--- src/rtl/mpc_pkg.sv ---
// Constants, types and helpers shared by the mode and privilege control block.
// Assumes a single processor clock and an asynchronous active-low reset.
package mpc_pkg;

   // ****************************************************************
   // Exception nesting
   // ****************************************************************
   localparam int DEPTH_W = 8;
   localparam logic [DEPTH_W-1:0] DEPTH_ZERO = 8'h00;
   localparam logic [DEPTH_W-1:0] DEPTH_ONE = 8'h01;
   localparam logic [DEPTH_W-1:0] DEPTH_MAX = 8'hFF;

   // ****************************************************************
   // Mode control register
   // ****************************************************************
   localparam int CTRL_W = 2;
   localparam int CTRL_NPRIV_BIT = 0;
   localparam int CTRL_SPSEL_BIT = 1;
   localparam logic [CTRL_W-1:0] CTRL_RST = 2'h0;

   // ****************************************************************
   // Special register selectors
   // ****************************************************************
   localparam logic [7:0] SEL_STATUS_LAST = 8'h07;
   localparam logic [7:0] SEL_MAIN_SP = 8'h08;
   localparam logic [7:0] SEL_PROC_SP = 8'h09;
   localparam logic [7:0] SEL_CONTROL = 8'h14;

   // ****************************************************************
   // Address windows
   // ****************************************************************
   localparam logic [31:0] SYS_CTRL_BASE = 32'hE000E000;
   localparam logic [31:0] SYS_CTRL_LAST = 32'hE000EFFF;
   localparam logic [31:0] PERIPH_BASE = 32'h40000000;
   localparam logic [31:0] PERIPH_LAST = 32'h5FFFFFFF;

   typedef enum logic [2:0] {
      OP_NONE = 3'h0,
      OP_MOVE_TO = 3'h1,
      OP_MOVE_FROM = 3'h2,
      OP_STATE_CHANGE = 3'h3,
      OP_SUPV_CALL = 3'h4
   } mpc_op_t;

   typedef enum logic {
      MODE_THREAD = 1'b0,
      MODE_HANDLER = 1'b1
   } mpc_mode_t;

   typedef struct packed {
      logic valid;
      mpc_op_t op;
      logic [7:0] sel;
      logic [CTRL_W-1:0] wdata;
   } mpc_instr_t;

   typedef struct packed {
      logic valid;
      logic [31:0] addr;
   } mpc_acc_t;

   function automatic logic in_window(input logic [31:0] a, input logic [31:0] lo,
                                      input logic [31:0] hi);
      in_window = (a >= lo) && (a <= hi);
   endfunction

   // Special registers that unprivileged code may move to or from
   function automatic logic unpriv_sel_ok(input mpc_op_t op, input logic [7:0] sel);
      unpriv_sel_ok = (sel <= SEL_STATUS_LAST) || (sel == SEL_PROC_SP) ||
                      ((op == OP_MOVE_FROM) && (sel == SEL_CONTROL));
   endfunction

endpackage

--- src/rtl/mpc_mode_priv.sv ---
// Execution mode, privilege level and stack selection of the processor.
// Assumes instruction, exception and access strobes come from the same clock.
`timescale 1ns/10ps

module mpc_mode_priv
   import mpc_pkg::*;
(
   input wire logic ref_clk_i,
   input wire logic arst_n_i,
   input wire mpc_instr_t instr_i,
   input wire logic exc_entry_i,
   input wire logic exc_return_i,
   input wire mpc_acc_t acc_i,
   input wire logic periph_lock_i,
   output logic handler_mode_o,
   output logic priv_o,
   output logic proc_stack_o,
   output logic [CTRL_W-1:0] ctrl_o,
   output logic [CTRL_W-1:0] ctrl_rdata_o,
   output logic instr_reject_o,
   output logic svc_req_o,
   output logic acc_deny_o
);

   // ****************************************************************
   // Mode and control state
   // ****************************************************************
   mpc_mode_t mode_reg;
   mpc_mode_t mode_next;
   logic [DEPTH_W-1:0] depth_reg;
   logic [DEPTH_W-1:0] depth_next;
   logic [CTRL_W-1:0] ctrl_reg;
   logic [CTRL_W-1:0] ctrl_next;
   logic priv_reg;
   logic priv_next;
   logic stack_reg;
   logic stack_next;
   logic cur_priv;

   always_comb begin
      depth_next = depth_reg;
      ctrl_next = ctrl_reg;
      if (exc_entry_i && !exc_return_i && depth_reg != DEPTH_MAX) begin
         depth_next = depth_reg + DEPTH_ONE;
      end else if (exc_return_i && !exc_entry_i && depth_reg != DEPTH_ZERO) begin
         depth_next = depth_reg - DEPTH_ONE;
      end
      // Back to thread only when the last nested exception is done
      case (depth_next == DEPTH_ZERO)
         1'b1: mode_next = MODE_THREAD;
         1'b0: mode_next = MODE_HANDLER;
         default: mode_next = MODE_THREAD;
      endcase
      if (instr_i.valid && instr_i.op == OP_MOVE_TO && instr_i.sel == SEL_CONTROL &&
          cur_priv) begin
         ctrl_next = instr_i.wdata;
      end
      // Handler is always privileged, thread follows the control bit
      priv_next = (mode_next == MODE_HANDLER) || !ctrl_next[CTRL_NPRIV_BIT];
      // Handler always on the main stack
      stack_next = (mode_next == MODE_THREAD) && ctrl_next[CTRL_SPSEL_BIT];
   end

   always_ff @(posedge ref_clk_i or negedge arst_n_i) begin
      if (!arst_n_i) begin
         mode_reg <= MODE_THREAD;
         depth_reg <= DEPTH_ZERO;
         ctrl_reg <= CTRL_RST;
         priv_reg <= 1'b1;
         stack_reg <= 1'b0;
      end else begin
         mode_reg <= mode_next;
         depth_reg <= depth_next;
         ctrl_reg <= ctrl_next;
         priv_reg <= priv_next;
         stack_reg <= stack_next;
      end
   end

   assign cur_priv = priv_reg;

   // ****************************************************************
   // Instruction permission
   // ****************************************************************
   logic reject_reg;
   logic reject_next;
   logic svc_reg;
   logic svc_next;
   logic [CTRL_W-1:0] rdata_reg;
   logic [CTRL_W-1:0] rdata_next;

   always_comb begin
      reject_next = 1'b0;
      svc_next = 1'b0;
      rdata_next = rdata_reg;
      if (instr_i.valid) begin
         case (instr_i.op)
            OP_MOVE_TO, OP_MOVE_FROM: begin
               reject_next = !cur_priv && !unpriv_sel_ok(instr_i.op, instr_i.sel);
               if (instr_i.op == OP_MOVE_FROM && instr_i.sel == SEL_CONTROL) begin
                  rdata_next = ctrl_reg;
               end
            end
            OP_STATE_CHANGE: reject_next = !cur_priv;
            OP_SUPV_CALL: svc_next = 1'b1;
            default: reject_next = 1'b0;
         endcase
      end
   end

   always_ff @(posedge ref_clk_i or negedge arst_n_i) begin
      if (!arst_n_i) begin
         reject_reg <= 1'b0;
         svc_reg <= 1'b0;
         rdata_reg <= CTRL_RST;
      end else begin
         reject_reg <= reject_next;
         svc_reg <= svc_next;
         rdata_reg <= rdata_next;
      end
   end

   // ****************************************************************
   // Bus access check
   // ****************************************************************
   logic deny_comb;
   logic deny_reg;

   mpc_access_check u_access_check (
      .acc_i(acc_i),
      .priv_i(cur_priv),
      .periph_lock_i(periph_lock_i),
      .deny_o(deny_comb)
   );

   always_ff @(posedge ref_clk_i or negedge arst_n_i) begin
      if (!arst_n_i) begin
         deny_reg <= 1'b0;
      end else begin
         deny_reg <= deny_comb;
      end
   end

   assign handler_mode_o = mode_reg;
   assign priv_o = priv_reg;
   assign proc_stack_o = stack_reg;
   assign ctrl_o = ctrl_reg;
   assign ctrl_rdata_o = rdata_reg;
   assign instr_reject_o = reject_reg;
   assign svc_req_o = svc_reg;
   assign acc_deny_o = deny_reg;
endmodule // mpc_mode_priv

--- src/rtl/mpc_access_check.sv ---
// Access permission check for one bus access at the current privilege level.
// Assumes address and privilege come from logic on the same clock.
`timescale 1ns/10ps
module mpc_access_check
   import mpc_pkg::*;
(
   input wire mpc_acc_t acc_i,
   input wire logic priv_i,
   input wire logic periph_lock_i,
   output logic deny_o
);

   logic sys_hit;
   logic periph_hit;

   always_comb begin
      sys_hit = in_window(acc_i.addr, SYS_CTRL_BASE, SYS_CTRL_LAST);
      periph_hit = in_window(acc_i.addr, PERIPH_BASE, PERIPH_LAST);
      deny_o = 1'b0;
      if (acc_i.valid && !priv_i) begin
         // Timer, interrupt controller and control block are privileged only
         // Optional lock of the peripheral window for unprivileged code
         deny_o = sys_hit || (periph_lock_i && periph_hit);
      end
      // Privileged accesses are never denied here
   end

endmodule // mpc_access_check

--- config.mk ---
export PLATFORM = sky130hd
export DESIGN_NAME = mpc_mode_priv
export DESIGN_NICKNAME = d
export VERILOG_FILES = /design/src/rtl/mpc_pkg.sv /design/src/rtl/mpc_mode_priv.sv /design/src/rtl/mpc_access_check.sv
export SDC_FILE = /design/constraint.sdc
export NUM_CORES = 1
export LEC_CHECK = 0
export CAP_MARGIN = 20
export CELL_PAD_IN_SITES_DETAIL_PLACEMENT = 0
export CELL_PAD_IN_SITES_GLOBAL_PLACEMENT = 1
export CORE_AREA = 3 3 55 57
export CTS_CLUSTER_DIAMETER = 120
export DETAILED_ROUTE_END_ITERATION = 10
export DIE_AREA = 0 0 58 60
export DONT_BUFFER_PORTS = 1
export GPL_ROUTABILITY_DRIVEN = 1
export PLACE_DENSITY = 0.84
export SYNTH_ARGS = -nofsm -noshare
export SYNTH_HDL_FRONTEND = slang
export SYNTH_SLANG_ARGS = --single-unit
--- constraint.sdc ---
create_clock -name ref_clk_i -period 3.4 [get_ports ref_clk_i]
set_input_delay 0.34 -clock ref_clk_i [delete_from_list [all_inputs] [get_ports ref_clk_i]]
set_output_delay 0.34 -clock ref_clk_i [all_outputs]
set_load 0.1 [all_outputs]
==> impl_metrics.py <==
metrics = {
    "worst_setup_path": {
        "cp_max_fo": 7,
        "crit_chain": "inv_1 -> ha_1 -> or3b_1 -> o21ai_4 -> o22ai_1 -> xor2_1 -> or4_4 -> or4_4",
        "slowest_delay_ns": 0.55,
        "critPathArrivalTime_ns": 3.08,
        "cp-end-kind": "flip-flop",
        "cp-startpoint": "depth_reg[0]",
        "critPathRequiredTime_ns": 3.63,
        "r2r_slack_ns": 0.55,
        "crit_slowest_cell": "or4_4",
        "critPathBufInv": 1,
        "worst-r2r-cell-count": 8,
        "cpMostUsedCell": "or4_4",
        "r2r_start": "depth_reg[0]",
        "crit_path_start_kind": "flip-flop",
        "path_class": "flip-flop to flip-flop",
        "rr_endpoint": "priv_o",
        "path_delay_family": "simple AND/OR/NAND/NOR gates",
    },
    "drt": {
        "routed_via_density": 6.45,
        "num_vias": 935,
        "post_drt_wl_per_cell_um": 17.7,
        "drtIter0Drc": 41,
        "ant_nets": 0,
        "drc": 0,
        "routed_wl_um": 2570,
        "drtPass1Iterations": 6,
    },
    "floorplanning": {
        "die_y_um": 60,
        "num_io_pins": 62,
        "std_cell_rows": 18,
        "die-area_um2": 3480,
        "fp.coreArea_um2": 2520,
        "initial_core_util_pct": 44.2,
        "fp.dieW_um": 58,
    },
    "grt": {
        "grt_pass1_wl_um": 3910,
        "grt_pass1_vias": 968,
        "overflow": 0,
        "antenna_found_initial": 0,
        "grt_max_degree": 19,
        "grt_use_total_pct": 14.9,
    },
    "timing": {
        "hold_viol_final": 0,
        "finalCritPeriodShare_pct": 83.8,
        "min_period_ns": 2.85,
        "finalSetupTns_ns": 0,
        "relSlewSlack_pct": 38.1,
        "tightest_slew_ns": 0.928,
        "clock_skew_ns": 0.00844,
        "slew_violations": 0,
        "finalSetupViolations": 0,
        "max_freq_mhz": 351,
        "rsz0062_at_grt": "false",
    },
    "synth": {
        "synth_edf_count": 0,
        "syn-num-nets": 167,
        "synthTopCellsByArea": "dfrtp_1 38%, mux2_1 4.0%, ha_1 3.4%",
        "ys_types": 43,
        "seq_area_frac_synth_pct": 40.5,
        "synth_area_leader_cell": "dfrtp_1",
        "synth_top_area_share_pct": 38.1,
        "synth_warnings": 0,
        "netlist_area_um2": 1120,
        "synthFlopType": "dfrtp_1",
        "synth.avg_cell_area_um2": 9.96,
        "synthCells": 112,
        "ys_ff_latch": 18,
        "ys_async_sr_fraction_pct": 100,
    },
    "clocking": {
        "insertion_delay_ns": 0.30,
        "htreeDepth": 1,
        "cts_made_buffers": 3,
        "cts_sinks": 18,
        "clockBufferDepth": 2,
        "cts_setup_buffers": 0,
        "cts.clk_slew.worst_paths_ns": 0.11,
        "cts_resized": 0,
        "root_buffer": "clkbuf_4",
        "cts_tree": "done",
    },
    "hold_path": {
        "whs_path_depth": 1,
        "min_path_type": "primary input to flip-flop",
        "hold_path_end": "svc_req_o",
        "hp-start": "instr_i[10]",
    },
    "place": {
        "port_buffers": 0,
        "place_hpwl_um": 2020,
        "place_congestion": 0.824,
    },
    "finish": {
        "n_fill_cell": 232,
        "area_growth_pct": 6.05,
        "seq_area_um2": 452,
        "multi_input_area_um2": 629,
        "layout.nets": 171,
        "drive_gt1_share_pct": 10.4,
        "largest_reg_flops": 8,
        "diodes": 0,
    },
    "power": {
        "power_w": 0.000745,
        "powerDensity_nw_per_um2": 630,
        "irDropWorstVdd_mv": 0.424,
        "power_leakage_nw": 0.498,
    },
    "job": {
        "max-cap-violations": 0,
    },
    "run_status": {
        "status": "complete, no violations",
    },
}
[final cells by class]
| type | count | share of cell area, % |
|---|---|---|
| Clock buffer | 4 | 3.07 |
| Inverter | 5 | 1.59 |
| Multi-Input combinational cell | 87 | 53.2 |
| Sequential cell | 18 | 38.2 |
| Tap cell | 30 | 3.17 |
| Timing Repair Buffer | 1 | 0.846 |
[layer usage]
layer / track usage (%) / vias up / part of all wire [%]
met1: 14.6 / 432 / 38
met4: 6.29 / 0 / 1.4
li1: - / 436 / -
met2: 29.4 / 63 / 50
met3: 3.89 / 4 / 11
met5: 0 / - / 0
[report_power, final]
group | switching, W | internal [W]
Combinational | 0.000133 | 0.000110
Clock | 0.0000707 | 0.0000654
Sequential | 0.000103 | 0.000263
[logic make-up after synthesis]
family	Yosys count	share of synthesized area, %
simple gates	52	29.7
compound gates	21	13.6
flops	18	40.5
xor+xnor	5	3.92
mux	6	5.83
fa+ha+maj	3	3.36
buf+inv	7	3.14
[worst register-to-register path: cells and delay by family (launching register included)]
kind                     cells  cell delay (ns)
AND/OR/NAND/NOR              3             1.46
flip-flops                   1             0.46
adder cells (fa/ha/maj)      1             0.17
buffers and inverters        1             0.14
AO/OA/AOI/OAI                2             0.39
XOR/XNOR                     1             0.17
[timing repair]
item | 4_1_cts | 5_1_grt
hold buffers | 1 | 0
hold endpoints to repair | 18 | 0
endpoints found under the setup margin | 0 | 0
[worst max-delay path by stage]
stage / endpoint / slack [ns] / depth (start not counted)
final: priv_o / 0.55 / 8
after global routing: priv_o / 0.47 / 8
after CTS: priv_o / 0.56 / 8
after detailed placement: priv_o / 0.56 / 8
after global placement: priv_o / 0.62 / 8
after floorplan: priv_o / 0.79 / 8
[cell usage in the layout, fill, tap and decap left out, types with 3 or more instances in the layout]
cell	instances
dfrtp_1	17
nand2_1	10
inv_1	5
nor4b_1	4
nor3_1	4
nand4_1	4
xor2_1	4
mux2_1	4
nor2_1	3
nor2b_1	3
or4_4	3
nand3_1	3
a21oi_1	3
or3_1	3
ha_1	3
clkbuf_4	3
[Yosys cell counts, types with 2 or more instances]
cell type and number:
a21oi_1 3, a22oi_1 2, a31oi_1 2, a32oi_1 2
and3_1 2, dfrtp_1 17, ha_1 3, inv_1 5
mux2_1 4, mux2i_1 2, nand2_1 10, nand3_1 3
nand4_1 4, nor2_1 3, nor2b_1 3, nor3_1 4
nor4_1 2, nor4b_1 4, nor4bb_1 2, o211ai_1 2
o21ai_0 2, o21ai_1 2, or3_1 3, or3b_1 2
or4_4 3, xor2_1 4
[through the flow]
step	utilization, %	instance area (um2)	hold WS, ns	cells	worst slack (ns)
detailed placement	45.1	1140	0.0448	140	0.561
floorplan	-	1120	0.0444	112	0.789
CTS	46.9	1180	0.0779	145	0.557
global placement	45.1	1140	0.0448	140	0.623
global route	46.9	1180	0.0697	145	0.466
finish	46.9	1180	0.0854	145	0.552
No activity file was read; power rests on OpenSTA's default activity.
